<file path="src/rtl/pums_pkg.sv">
// Constants, states and carriers for the power-up mode sequencer.
// Assumes a single 10 MHz clock and an APB register port.
package pums_pkg;

	// ==========================================================
	// Timing
	localparam int CLK_HZ        = 10_000_000;
	localparam int ADD_DELAY_MS  = 50;
	localparam int POR_SHORT_US  = 2000;
	localparam int POR_LONG_US   = 100000;
	localparam int OSC_HZ_DEF    = 10000;
	localparam int POR_SHORT_CYC = (CLK_HZ / 1000000) * POR_SHORT_US;
	localparam int POR_LONG_CYC  = (CLK_HZ / 1000000) * POR_LONG_US;
	localparam int SUPPLY_XTRA_CYC = 16;
	localparam int INIT_STEP_CYC = 4;
	localparam int CNT_W         = 24;

	// ==========================================================
	// Register map
	localparam logic [7:0] CTRL_OFS  = 8'h00;
	localparam logic [7:0] STAT_OFS  = 8'h04;
	localparam int         CTRL_RESTART_BIT = 0;
	localparam int         CTRL_CLRSEEN_BIT = 1;
	localparam logic [31:0] RD_ZERO  = 32'h0000_0000;

	// ==========================================================
	// States
	typedef enum logic [2:0] {
		ST_POR  = 3'h0,
		ST_HOLD = 3'h1,
		ST_WAIT = 3'h2,
		ST_INIT = 3'h3,
		ST_USER = 3'h4
	} pums_state_t;

	typedef enum logic [1:0] {
		STEP_REGS = 2'h0,
		STEP_CLKS = 2'h1,
		STEP_IO   = 2'h2
	} pums_step_t;

	// ==========================================================
	// Status word
	typedef struct packed {
		logic [19:0] rsvd;
		logic        restartSeen;
		logic        flagPin;
		logic        statusPin;
		logic        chainInLow;
		logic        pullupEn;
		logic        ioEn;
		logic        initComplete;
		logic        optDelayed;
		logic        optInitComplete;
		pums_state_t state;
	} pums_status_t;

endpackage : pums_pkg

</file>
<file path="src/rtl/pums_delay_counter.sv">
// Saturating delay counter with clear and tick enable.
// Assumes tick is synchronous to clk.
`timescale 1ns/1ps
module pums_delay_counter #(
	parameter int W = 24
) (
	input  wire logic         clk,    // System clock
	input  wire logic         reset,  // Sync reset, high
	input  wire logic         clear,  // Restart count
	input  wire logic         tick,   // Count enable
	input  wire logic [W-1:0] limit,  // Terminal count
	output logic              done    // Count reached
);
	logic [W-1:0] cnt_ff;

	assign done = (cnt_ff >= limit);

	always_ff @(posedge clk)
	begin
		if (reset || clear)
			cnt_ff <= '0;
		else if (tick && !done)
			cnt_ff <= cnt_ff + 1'b1;
	end
endmodule : pums_delay_counter

</file>
<file path="src/rtl/pums_sequencer.sv">
// Power-up sequencer: reset delay, optional added delay, init phase.
// Assumes all pins synchronous to clk; open-drain pins resolved outside.
`timescale 1ns/1ps

module pums_sequencer import pums_pkg::*; #(
	parameter bit              ADDED_DELAY_OPT  = 1'b0,
	parameter bit              HAS_PULLUP_DIS   = 1'b1,
	parameter bit              INIT_COMPLETE_EN = 1'b1,
	parameter int              OSC_HZ           = OSC_HZ_DEF,
	parameter logic [CNT_W-1:0] POR_SHORT       = CNT_W'(POR_SHORT_CYC),
	parameter logic [CNT_W-1:0] POR_LONG        = CNT_W'(POR_LONG_CYC)
) (
	input  wire logic  clk,                  // System clock
	input  wire logic  reset,                // Power-on reset, sync high
	input  wire logic  psel,                 // APB select
	input  wire logic  penable,              // APB enable
	input  wire logic  pwrite,               // APB direction
	input  wire logic [7:0] paddr,           // APB byte address
	input  wire logic [31:0] pwdata,         // APB write data
	output logic [31:0] prdata,              // APB read data
	output logic       pready,               // APB ready
	output logic       pslverr,              // APB error
	input  wire logic  oscTick,              // On-chip oscillator tick
	input  wire logic  restartRequestLow,    // Restart pin, low active
	input  wire logic  deviceStatusLowIn,    // Status pin level
	output logic       deviceStatusLowOut,   // Status pin drive value
	output logic       deviceStatusLowOe,    // Status pin pulled low
	input  wire logic  configCompleteFlagIn, // Done flag pin level
	output logic       configCompleteFlagOut,// Done flag drive value
	output logic       configCompleteFlagOe, // Done flag pulled low
	input  wire logic  chainEnableInLow,     // Chain enable in, low active
	output logic       chainEnableOutLow,    // Chain enable out, low active
	input  wire logic  pullupDisable,        // Weak pull-up disable
	input  wire logic  porDelaySelect,       // Long reset delay select
	input  wire logic  supplyLevelSelect,    // Supply level select
	output logic       weakPullupEn,         // Weak I/O pull-ups on
	output logic       userRegReset,         // User register reset
	output logic       clkGenInit,           // Clock generator init
	output logic       userIoEnable,         // User I/O enable
	output logic       initComplete          // Init complete, optional
);
	import pums_pkg::*;

	// ==========================================================
	// Derived counts
	localparam int ADD_TICKS_I = (OSC_HZ * ADD_DELAY_MS + 999) / 1000;
	localparam logic [CNT_W-1:0] ADD_TICKS = CNT_W'(ADD_TICKS_I);
	localparam logic [CNT_W-1:0] STEP_LIM  = CNT_W'(INIT_STEP_CYC);
	localparam logic [CNT_W-1:0] SUP_XTRA  = CNT_W'(SUPPLY_XTRA_CYC);

	pums_state_t      state_ff;
	pums_state_t      nxtState;
	pums_step_t       initStep_ff;
	logic             delayPassed_ff;
	logic             flagOe_ff;
	logic             statusOe_ff;
	logic             chainLow_ff;
	logic             pullup_ff;
	logic             regRst_ff;
	logic             clkInit_ff;
	logic             ioEn_ff;
	logic             initDone_ff;
	logic             restartSeen_ff;
	logic [31:0]      prdata_ff;
	logic             porDone;
	logic             addDone;
	logic             stepDone;
	logic [CNT_W-1:0] porLimit;
	pums_status_t     statusWord;

	// ==========================================================
	// APB slave
	wire apbSetup   = psel && !penable;
	wire apbAccess  = psel && penable;
	wire hitCtrl    = (paddr == CTRL_OFS);
	wire hitStat    = (paddr == STAT_OFS);
	wire ctrlWrite  = apbAccess && pwrite && hitCtrl;
	wire softRestart = ctrlWrite && pwdata[CTRL_RESTART_BIT];
	wire clrSeen    = ctrlWrite && pwdata[CTRL_CLRSEEN_BIT];
	wire [31:0] rdMux = hitStat ? statusWord : RD_ZERO;

	assign pready  = 1'b1;
	assign pslverr = apbAccess && !(hitCtrl || hitStat);
	assign prdata  = prdata_ff;

	// Read data captured in setup so it is stable through access
	always_ff @(posedge clk)
	begin
		if (reset)
			prdata_ff <= RD_ZERO;
		else if (apbSetup)
			prdata_ff <= rdMux;
	end

	// ==========================================================
	// Delay counters
	// Pin select for the delay length; no emulation path exists
	assign porLimit = (porDelaySelect ? POR_LONG : POR_SHORT)
		+ (supplyLevelSelect ? SUP_XTRA : '0);

	pums_delay_counter #(.W(CNT_W)) u_porCnt (
		.clk   (clk),
		.reset (reset),
		.clear (state_ff != ST_POR),
		.tick  (1'b1),
		.limit (porLimit),
		.done  (porDone)
	);

	// Oscillator ticks only; the user clock never advances it
	pums_delay_counter #(.W(CNT_W)) u_addCnt (
		.clk   (clk),
		.reset (reset),
		.clear (state_ff != ST_WAIT),
		.tick  (oscTick),
		.limit (ADD_TICKS),
		.done  (addDone)
	);

	pums_delay_counter #(.W(CNT_W)) u_stepCnt (
		.clk   (clk),
		.reset (reset),
		.clear ((state_ff != ST_INIT) || stepDone),
		.tick  (1'b1),
		.limit (STEP_LIM),
		.done  (stepDone)
	);

	// ==========================================================
	// Sequencer
	wire restartActive = !restartRequestLow || softRestart;
	wire addedOpt      = ADDED_DELAY_OPT;
	wire afterHold     = addedOpt && !delayPassed_ff;

	always_comb
	begin
		nxtState = state_ff;
		unique case (state_ff)
			ST_POR:
				if (porDone)
				begin
					// Held restart postpones init
					if (!restartRequestLow)
						nxtState = ST_HOLD;
					else if (addedOpt)
						nxtState = ST_WAIT;
					else
						nxtState = ST_INIT;
				end
			ST_HOLD:
				if (!restartActive)
					nxtState = afterHold ? ST_WAIT : ST_INIT;
			ST_WAIT:
				if (restartActive)
					nxtState = ST_HOLD;
				else if (addDone)
					nxtState = ST_INIT;
			ST_INIT:
				if (restartActive)
					nxtState = ST_HOLD;
				else if (initStep_ff == STEP_IO && stepDone)
					nxtState = ST_USER;
			ST_USER:
				if (restartActive)
					nxtState = ST_HOLD;
			default:
				nxtState = ST_POR;
		endcase
	end

	// Restart re-runs init only; a done added delay is not repeated
	always_ff @(posedge clk)
	begin
		if (reset)
			delayPassed_ff <= 1'b0;
		else if (state_ff == ST_WAIT && addDone)
			delayPassed_ff <= 1'b1;
	end

	always_ff @(posedge clk)
	begin
		if (reset)
			state_ff <= ST_POR;
		else
			state_ff <= nxtState;
	end

	always_ff @(posedge clk)
	begin
		if (reset || state_ff != ST_INIT)
			initStep_ff <= STEP_REGS;
		else if (stepDone && initStep_ff != STEP_IO)
			initStep_ff <= pums_step_t'(initStep_ff + 2'h1);
	end

	// ==========================================================
	// Pin drives
	wire nxtLive    = (nxtState == ST_INIT) || (nxtState == ST_USER);
	wire nxt_flagOe = !nxtLive;
	wire nxt_statOe = (nxtState == ST_POR) || (nxtState == ST_HOLD);
	// Chain only passes on when this device is itself enabled
	wire nxt_chainLow = !(nxtLive && !chainEnableInLow);
	// Pull-up disable honoured only where the disable input exists
	wire pullupOff  = HAS_PULLUP_DIS && pullupDisable;
	wire nxt_pullup = (nxtState != ST_USER) && !pullupOff;
	wire inInit     = (state_ff == ST_INIT);
	wire nxt_regRst = inInit && initStep_ff == STEP_REGS;
	wire nxt_clkIni = inInit && initStep_ff == STEP_CLKS;
	wire nxt_ioEn   = (inInit && initStep_ff == STEP_IO) || state_ff == ST_USER;
	// Needs the flag actually high on the pin, not just released
	wire nxt_initDone = INIT_COMPLETE_EN && nxtState == ST_USER
		&& (initDone_ff || configCompleteFlagIn);
	wire enterHold  = (nxtState == ST_HOLD) && (state_ff != ST_HOLD);

	always_ff @(posedge clk)
	begin
		if (reset)
		begin
			flagOe_ff   <= 1'b1;
			statusOe_ff <= 1'b1;
			chainLow_ff <= 1'b1;
			pullup_ff   <= 1'b1;
			regRst_ff   <= 1'b0;
			clkInit_ff  <= 1'b0;
			ioEn_ff     <= 1'b0;
			initDone_ff <= 1'b0;
		end
		else
		begin
			flagOe_ff   <= nxt_flagOe;
			statusOe_ff <= nxt_statOe;
			chainLow_ff <= nxt_chainLow;
			pullup_ff   <= nxt_pullup;
			regRst_ff   <= nxt_regRst;
			clkInit_ff  <= nxt_clkIni;
			ioEn_ff     <= nxt_ioEn;
			initDone_ff <= nxt_initDone;
		end
	end

	// Entry to hold wins over a software clear in the same cycle
	always_ff @(posedge clk)
	begin
		if (reset)
			restartSeen_ff <= 1'b0;
		else
			restartSeen_ff <= enterHold || (restartSeen_ff && !clrSeen);
	end

	assign configCompleteFlagOut = 1'b0;
	assign configCompleteFlagOe  = flagOe_ff;
	assign deviceStatusLowOut    = 1'b0;
	assign deviceStatusLowOe     = statusOe_ff;
	assign chainEnableOutLow     = chainLow_ff;
	assign weakPullupEn          = pullup_ff;
	assign userRegReset          = regRst_ff;
	assign clkGenInit            = clkInit_ff;
	assign userIoEnable          = ioEn_ff;
	assign initComplete          = initDone_ff;

	always_comb
	begin
		statusWord                 = '0;
		statusWord.restartSeen     = restartSeen_ff;
		statusWord.flagPin         = configCompleteFlagIn;
		statusWord.statusPin       = deviceStatusLowIn;
		statusWord.chainInLow      = chainEnableInLow;
		statusWord.pullupEn        = pullup_ff;
		statusWord.ioEn            = ioEn_ff;
		statusWord.initComplete    = initDone_ff;
		statusWord.optDelayed      = ADDED_DELAY_OPT;
		statusWord.optInitComplete = INIT_COMPLETE_EN;
		statusWord.state           = state_ff;
	end
endmodule : pums_sequencer

</file>
<file path="config.mk">
export PLATFORM = sky130hd
export DESIGN_NAME = pums_sequencer
export DESIGN_NICKNAME = d
export VERILOG_FILES = /design/src/rtl/pums_pkg.sv /design/src/rtl/pums_delay_counter.sv /design/src/rtl/pums_sequencer.sv
export SDC_FILE = /design/constraint.sdc
export NUM_CORES = 1
export LEC_CHECK = 0
export BUFFER_PORTS_ARGS = -buffer_cell sky130_fd_sc_hd__buf_2
export CORE_ASPECT_RATIO = 0.9
export CORE_MARGIN = 2
export CORE_UTILIZATION = 35
export CTS_BUF_LIST = sky130_fd_sc_hd__clkbuf_8
export CTS_CLUSTER_SIZE = 25
export DETAILED_ROUTE_END_ITERATION = 7
export PLACE_DENSITY = 0.56
export SLEW_MARGIN = 30
export SYNTH_ARGS = -nofsm -noshare
export SYNTH_HDL_FRONTEND = slang
export SYNTH_SLANG_ARGS = --single-unit
</file>
<file path="constraint.sdc">
create_clock -name clk -period 7 [get_ports clk]
set_clock_uncertainty 0.05 [all_clocks]
set_input_delay 2.1 -clock clk [delete_from_list [all_inputs] [get_ports clk]]
set_output_delay 2.1 -clock clk [all_outputs]
set_load 0.05 [all_outputs]
</file>
Yosys cells after proc, flatten, opt, wreduce, memory -nomap -nowiden. Index checks and enable logic that the tools add are counted.

Register bits after elaboration: 118. Bits in latches: 0. Memory bits (writable): 0. Memory bits (read-only): 0. Memories kept: 0.

Add/subtract/negate cells: 5. $mul: 0. Divide/modulo/power cells: 0. $lt $le $gt $ge: 3. Equal/unequal tests: 15. Shift operators: 0. Multiplexer cells: 12. Bitwise logic cells: 0. Reductions and logical operators: 44.

Operators by type and width (count): $add 24x1->24 const B (3); $ge 24x21->1 (1); $ge 24x3->1 const B (1); $ge 24x9->1 const B (1); $add 20x5->21 (1); $mux 3 (7); $mux 20 (1); $logic_and 1x1->1 (18); $pmux 3 s5 (1); $logic_or 1x1->1 (12); $mux 12 (1); $eq 3x2->1 const B (3); $logic_not 1->1 (9); $eq 8x3->1 const B (1); $logic_not 8->1 (1); $eq 3x1->1 const B (2); $eq 3x3->1 const B (2); $logic_not 3->1 (2); $ne 3x2->1 const B (2); $mux 5 (1); $ne 3x1->1 const B (1); $ne 3x3->1 const B (1); $reduce_bool 3->1 (1); $add 2x1->2 const B (1); other kinds (5) (5).

Logic depth before layout (Yosys ltp). Gate-level depths: netlist of the first run.

Depth after elaboration: 11. Mapped depth: 9. Depth with buffers taken out: 8.

Hierarchy. A second synthesis of the first run with hierarchy kept.

Cells, all modules: 889. Area, all modules: 7195.7 µm².

Modules (own cells, without submodules): pums_delay_counter (times used 3, cells each 249, area each 1978.1 µm², sequential area each 480.5 µm²); pums_sequencer (times used 1, cells each 142, area each 1261.2 µm², sequential area each 500.5 µm²).

Worst setup path before layout of the first run. No wires, ideal clock.

Path kind: input port to output port. From: in paddr[1]. To: out pslverr. Arrival: 2980 ps. Slack: 1870 ps. Stages: 3. Cell sequence: nor3_1 and2_1 nor2_1.

Word-level cells in the longest chain between the ends: 4.

Ends and longest elaborated chain: from (decl) (line pums_sequencer.sv:18) `input wire logic [7:0] paddr,`; $eq 8x3->1 or $logic_not 8->1 (tied branches) (line pums_sequencer.sv:76, pums_sequencer.sv:75); $logic_or 1x1->1 (*) (line pums_sequencer.sv:83) `assign pslverr = apbAccess && !(hitCtrl || hitStat);`; $logic_not 1->1 (*) (line pums_sequencer.sv:83); $logic_and 1x1->1 (*) (line pums_sequencer.sv:83); to (decl) (line pums_sequencer.sv:22) `output logic pslverr,`.

Mark *: on every way between the ends. The rest lies on a longest branch, timed or not.

Final worst setup path of the first run.
From: in paddr[5]. To: out pslverr.

Same word-level chain as after synthesis.

==> run_results.csv, run 1 <==
group,metric,value,unit
run_status,status,"finished, final reports clean",
drt,firstDrtPassIters,6,
power,p_sw,0.2802,mW
floorplan,die_w,117.3,um
synth,ys_ff_latch,97,
synth,yosys.area.top_type,"dfxtp_1",
power,fin_total_pwr,1.060,mW
place,pre_cts_ws,1.711,ns
floorplan,rows,37,
synth,syn-instance-count,437,
floorplan,core,0.01134,sq mm
sta,slew_viol_final,0,
critical_path,cp_top_family,"simple AND/OR/NAND/NOR gates",
critical_path,r2r_end,"u_porCnt.cnt_ff[15]$_SDFFE_PP0N_",
critical_path,crit_path_top_delay_cell,"nor4_1",
critical_path,critical_path.max_stage_delay,0.43,ns
flow_run,max_cap_violations,0,
grt,grt_pass1_vias,2800,
synth,seq_area_frac_synth,0.4806,
cells_and_area,fillers,1171,
grt,antenna_found_initial,0,
critical_path,arrival,3.13,ns
cells_and_area,stdcell_count,654,
grt,grt_max_degree,22,
min_path,whs_path_depth,1,
synth,synth_edf_count,0,
sta,hold_viol,0,
drt,ant_nets,0,
cells_and_area,final_common_cell,"dfxtp_1",
synth,syn_area_per_cell,9.245,sq um
sta,worstMarginPinSlew,0.9168,ns
clocking,clkSinkCount,97,
synth,netlist_area,0.004040,sq mm
drt,viasPerCell,4.743,
synth,async_flop_share,0,
min_path,worstHoldStart,"u_stepCnt.cnt_ff[0]$_SDFFE_PP0P_",
clocking,cts_resized,0,
drt,first_iter_violations,149,
power,internal_power,0.7796,mW
clocking,clk_latency,0.37,ns
cells_and_area,antennaDiodeCount,0,
critical_path,r2r_slack,3.99,ns
sta,setup_ws,1.715,ns
sta,slew_headroom,0.3841,
power,leakagePower,1.885,nW
clocking,path_clk_slew,0.09,ns
sta,finalSetupTns,0,ns
clocking,root_buffer,"clkbuf_8",
drt,routedWlPerCell,11.85,um
sta,fmax,189.2,MHz
drt,vias,3102,
sta,setup_viol,0,
drt,drc_errors,0,
sta,grt_setup_unrepaired,"no",
power,pwr-share-comb,0.097,
critical_path,worstSetupPathType,"primary input to output port",
critical_path,crit_required,4.85,ns
synth,synthFlopType,"dfxtp_1",
cells_and_area,area_delta_synth_final,13.66,%
cells_and_area,fin_area,0.004592,sq mm
floorplan,fp.dieH,105.9,um
cells_and_area,layout.nets,564,
critical_path,rr_startpoint,"u_porCnt.cnt_ff[11]$_SDFFE_PP0N_",
critical_path,cp_max_fo,3,
power,power_density,230.8,mW/mm^2
min_path,hp-class,"flip-flop to flip-flop",
cells_and_area,layout-drive-gt1-share,0.1345,
sta,post-route-period-util,0.7550,
power,vdd_drop_max,107.3,uV
synth,ys_top_cells_by_area,"dfxtp_1 48%, ha_1 5.6%, nor2_1 4.7%",
cells_and_area,multiInputGateArea,0.001962,sq mm
power,p_seq_frac,0.546,
critical_path,worst_path_most_repeated_cell,"buf_2",
cells_and_area,seq_area,0.001942,sq mm
clocking,cts_tree,"yes",
critical_path,crit_buf_inv,2,
grt,track_usage,0.1339,
critical_path,startpoint_type,"primary input",
critical_path,cp_cell_sequence,"buf_2, nor4_1, and2_1, nor2_1, buf_2",
clocking,ctsHoldBuffers,0,
clocking,max-clock-path-buffers,2,
power,switching_share,0.2644,
grt,grt_first_pass_wirelength,13010,um
synth,ys_warn_count,0,
floorplan,num_io_pins,97,
floorplan,die-area,0.01242,sq mm
floorplan,initial_core_util,0.3562,
min_path,whs_endpoint,"u_stepCnt.cnt_ff[0]$_SDFFE_PP0P_",
place,gp_congestion,0.8037,
power,clkPwrFrac,0.357,
sta,holdWs,0.4001,ns
clocking,cts_setup_buffers,0,
grt,grt.overflow.total,0,
critical_path,cp-end-kind,"output port",
critical_path,r2r_cells,7,
cells_and_area,utilization,0.4049,
clocking,htree_num_levels,3,
place,dp.cells,638,
place,dp_hpwl,5728,um
place,dpl_cell_area,0.004368,sq mm
clocking,numCtsBuffers,9,
drt,routed_wl,7748,um
synth,synth_top_cell_area_share,0.4806,
cells_and_area,most-common-layout-cells,"97 x dfxtp_1, 51 x nor2_1, 45 x conb_1",
place,port_buffers,42,
synth,yosysUniqueCellTypes,53,
sta,fin_crit,5.285,ns
==> cell usage after synthesis (9+ instances only) <==
cell      number
and2_1        21
xnor2_1        9
clkbuf_1      11
nor2_1        51
o21ai_0       11
dfxtp_1       97
nand2_1       26
ha_1          18
a22oi_1       10
a21oi_1       17
nand3_1       16
inv_1         19
nor4_1        19
buf_4         24
==> worst max-delay path by stage <==
stage              from       to  slack (ns)  cells after the start
2_1_floorplan  paddr[1]  pslverr        1.87                      3
3_3_place_gp   paddr[5]  pslverr        1.76                      5
3_5_place_dp   paddr[5]  pslverr        1.71                      5
4_1_cts        paddr[5]  pslverr        1.71                      5
5_1_grt        paddr[5]  pslverr        1.64                      5
6_report       paddr[5]  pslverr        1.72                      5
==> kinds of logic after synthesis <==
kind of cell,after synthesis,synth area share
other cells,2,0.001859
flops,97,0.4806
xor+xnor,14,0.03035
buf+inv,59,0.07959
compound gates,66,0.1130
fa+ha+maj,18,0.05575
mux,3,0.007433
simple gates,178,0.2313
==> layer usage <==
metal  up-vias  GRT usage  routed length (um)
li1       1577          -                   -
met4         0    0.04958                 129
met5         -          0                   0
met3        11    0.04675                 348
met2        73     0.2085                3607
met1      1441     0.1701                3663
==> worst reg2reg max path, stage by stage (launching register included) <==
cell and delay, ns:
dfxtp_1 0.42, ha_1 0.29, a2111o_1 0.43, a41oi_1 0.23
o221ai_2 0.26, or4_4 0.66, or4_1 0.43, a21oi_1 0.15
==> power by group through the flow <==
stage	registers [mW]	logic, mW	clock network [mW]
global placement	0.590	0.0995	0
CTS	0.578	0.102	0.396
detailed placement	0.591	0.102	0
global route	0.581	0.113	0.418
finish	0.578	0.103	0.379
floorplan	0.588	0.0910	0
==> flip-flops by register name, summed over array words and instances, names as in the netlist <==
register / count
u_addCnt.cnt_ff: 24
u_porCnt.cnt_ff: 24
u_stepCnt.cnt_ff: 24
prdata: 11
state_ff: 3
initStep_ff: 2
chainEnableOutLow: 1
clkGenInit: 1
configCompleteFlagOe: 1
deviceStatusLowOe: 1
initComplete: 1
restartSeen_ff: 1
userIoEnable: 1
userRegReset: 1
weakPullupEn: 1
==> layout make-up <==
| type | instances | area share |
|---|---|---|
| multi-input cells | 324 | 0.4272 |
| repair buffers | 42 | 0.04578 |
| flip-flops and latches | 97 | 0.4229 |
| clock inverters | 5 | 0.01308 |
| well taps | 156 | 0.04251 |
| clock buffers | 11 | 0.03297 |
| inverters | 19 | 0.01553 |
(Power assumes the default switching activity.)
==> inputs of run 2 (changes only) <==
--- a/config.mk
+++ b/config.mk
@@ -12,7 +12,7 @@
 export CTS_BUF_LIST = sky130_fd_sc_hd__clkbuf_8
 export CTS_CLUSTER_SIZE = 25
 export DETAILED_ROUTE_END_ITERATION = 7
-export PLACE_DENSITY = 0.56
+export PLACE_DENSITY = 0.58
 export SLEW_MARGIN = 30
 export SYNTH_ARGS = -nofsm -noshare
 export SYNTH_HDL_FRONTEND = slang
==> constraint.sdc (replaced) <==
create_clock -name clk -period 4.45 [get_ports clk]
set_clock_uncertainty 0.05 [all_clocks]
set_input_delay 1.335 -clock clk [delete_from_list [all_inputs] [get_ports clk]]
set_output_delay 1.335 -clock clk [all_outputs]
set_load 0.05 [all_outputs]
==> run 2 against run 1 <==
Compared with the run above: critical path depth unchanged; critical endpoint unchanged; core utilization unchanged; sequential cell count unchanged; via count down 1.2%; cell count up 0.92%; first-iteration DRC count up 9.4%; register-to-register slack worse by 2.4 ns; largest cell class unchanged.
==> run_results.csv, run 2 (same netlist as run 1, synthesis figures left out) <==
group,metric,value,unit
clocking,clk_latency,0.36,ns
critical_path,cp_max_fo,3,
floorplan,rows,37,
drt,first_iter_violations,163,
clocking,cts_setup_buffers,0,
floorplan,num_io_pins,97,
critical_path,startpoint_type,"primary input",
place,dp_hpwl,5694,um
floorplan,die-area,0.01242,sq mm
min_path,whs_path_depth,1,
clocking,root_buffer,"clkbuf_8",
sta,worstMarginPinSlew,0.7629,ns
clocking,clkSinkCount,97,
min_path,worstHoldStart,"u_stepCnt.cnt_ff[0]$_SDFFE_PP0P_",
cells_and_area,area_delta_synth_final,13.66,%
cells_and_area,layout-drive-gt1-share,0.1448,
floorplan,core,0.01134,sq mm
power,leakagePower,1.892,nW
clocking,max-clock-path-buffers,2,
drt,routed_wl,7545,um
power,power_density,348.5,mW/mm^2
grt,grt_pass1_vias,2858,
floorplan,initial_core_util,0.3562,
min_path,whs_endpoint,"u_stepCnt.cnt_ff[0]$_SDFFE_PP0P_",
clocking,cts_tree,"yes",
clocking,ctsHoldBuffers,0,
drt,ant_nets,0,
cells_and_area,fillers,1157,
cells_and_area,antennaDiodeCount,0,
clocking,numCtsBuffers,9,
min_path,hp-class,"flip-flop to flip-flop",
sta,fmax,270.9,MHz
critical_path,arrival,2.31,ns
flow_run,max_cap_violations,0,
cells_and_area,layout.nets,570,
drt,vias,3066,
run_status,status,"finished, final reports clean",
grt,grtUsageMet1,0.1649,
sta,slew_headroom,0.4875,
sta,setup_viol,0,
clocking,path_clk_slew,0.09,ns
cells_and_area,reg.largest.list,"u_addCnt.cnt_ff: 24 flops, u_porCnt.cnt_ff: 24 flops, u_stepCnt.cnt_ff: 24 flops",
critical_path,cp-end-kind,"output port",
critical_path,r2r_end,"chainEnableOutLow$_SDFF_PP1_",
cells_and_area,most-common-layout-cells,"97 x dfxtp_1, 51 x nor2_1, 45 x conb_1",
sta,hold_viol,0,
critical_path,r2r_cells,8,
critical_path,worstSetupPathType,"primary input to output port",
clocking,cts_resized,0,
power,vdd_drop_max,248.9,uV
sta,fin_crit,3.691,ns
sta,holdWs,0.3994,ns
sta,finalSetupTns,0,ns
grt,antenna_found_initial,0,
place,gp_congestion,0.8217,
floorplan,die_w,117.3,um
critical_path,rr_startpoint,"u_porCnt.cnt_ff[4]$_SDFFE_PP0N_",
sta,post-route-period-util,0.8295,
grt,use_met2,0.2036,
sta,grt_setup_unrepaired,"no",
critical_path,r2r_slack,1.62,ns
sta,slew_viol_final,0,
clocking,htree_num_levels,3,
drt,firstDrtPassIters,4,
drt,routedWlPerCell,11.43,um
grt,use_met3,0.04789,
grt,track_usage,0.1303,
grt,top_usage_layer,"met2",
cells_and_area,final_common_cell,"dfxtp_1",
critical_path,crit_required,3.06,ns
grt,grt.overflow.total,0,
place,port_buffers,42,
drt,viasPerCell,4.645,
drt,drc_errors,0,
grt,grt_first_pass_wirelength,12690,um
floorplan,fp.dieH,105.9,um
grt,grt_max_degree,22,
## run 2: cell count changes in the layout (fill, tap and decap cells not counted), moves of 2 or more
cell	previous run	this run
clkinvlp_4	0	2
buf_4	0	6
clkbuf_8	11	9
inv_8	0	2
## run 2: metrics by stage
step                      utilization  area [sq um]  total power, mW  setup WS, ns  cells
after floorplan                     -          4202            1.069        0.8503    480
after global placement         0.3886          4408            1.087        0.5545    644
after detailed placement       0.3886          4408            1.092        0.5218    644
after CTS                      0.4049          4592            1.633        0.7372    660
after global routing           0.4049          4592            1.693        0.6391    660
final                          0.4049          4592            1.600        0.7588    660
## run 2: where the power goes
part,internal (mW),switching (mW)
registers,0.890,0.0191
clock network,0.214,0.315
logic,0.0438,0.119
## run 2: worst max-delay path, cell delays in order
cell    delay (ns)
buf_2         0.09
nor4_1        0.39
and2_1        0.23
nor2_1        0.05
buf_2         0.20
## run 2: worst max-delay path by stage
| stage | start | end | cells past startpoint |
|---|---|---|---|
| final | paddr[5] | pslverr | 5 |
| after global routing | paddr[5] | pslverr | 5 |
| after CTS | paddr[5] | pslverr | 5 |
| after detailed placement | porDelaySelect | u_porCnt.cnt_ff[15]$_SDFFE_PP0N_ | 8 |
| after global placement | porDelaySelect | u_porCnt.cnt_ff[15]$_SDFFE_PP0N_ | 8 |
| after floorplan | paddr[1] | pslverr | 3 |
## run 2: routing by layer
metal / up-vias / share of wire
li1: 1589 / -
met1: 1413 / 0.48
met2: 55 / 0.46
met3: 9 / 0.043
met4: 0 / 0.014
met5: - / 0
## run 2: area by class of cell
type	instances	area, sq um	share of cell area
clock buffer	9	123.9	0.02698
multi-input combinational	324	1944	0.4234
timing repair buffer	48	255.2	0.05559
clock inverter	7	60.06	0.01308
sequential	97	1942	0.4229
tap	156	195.2	0.04251
inverter	19	71.32	0.01553
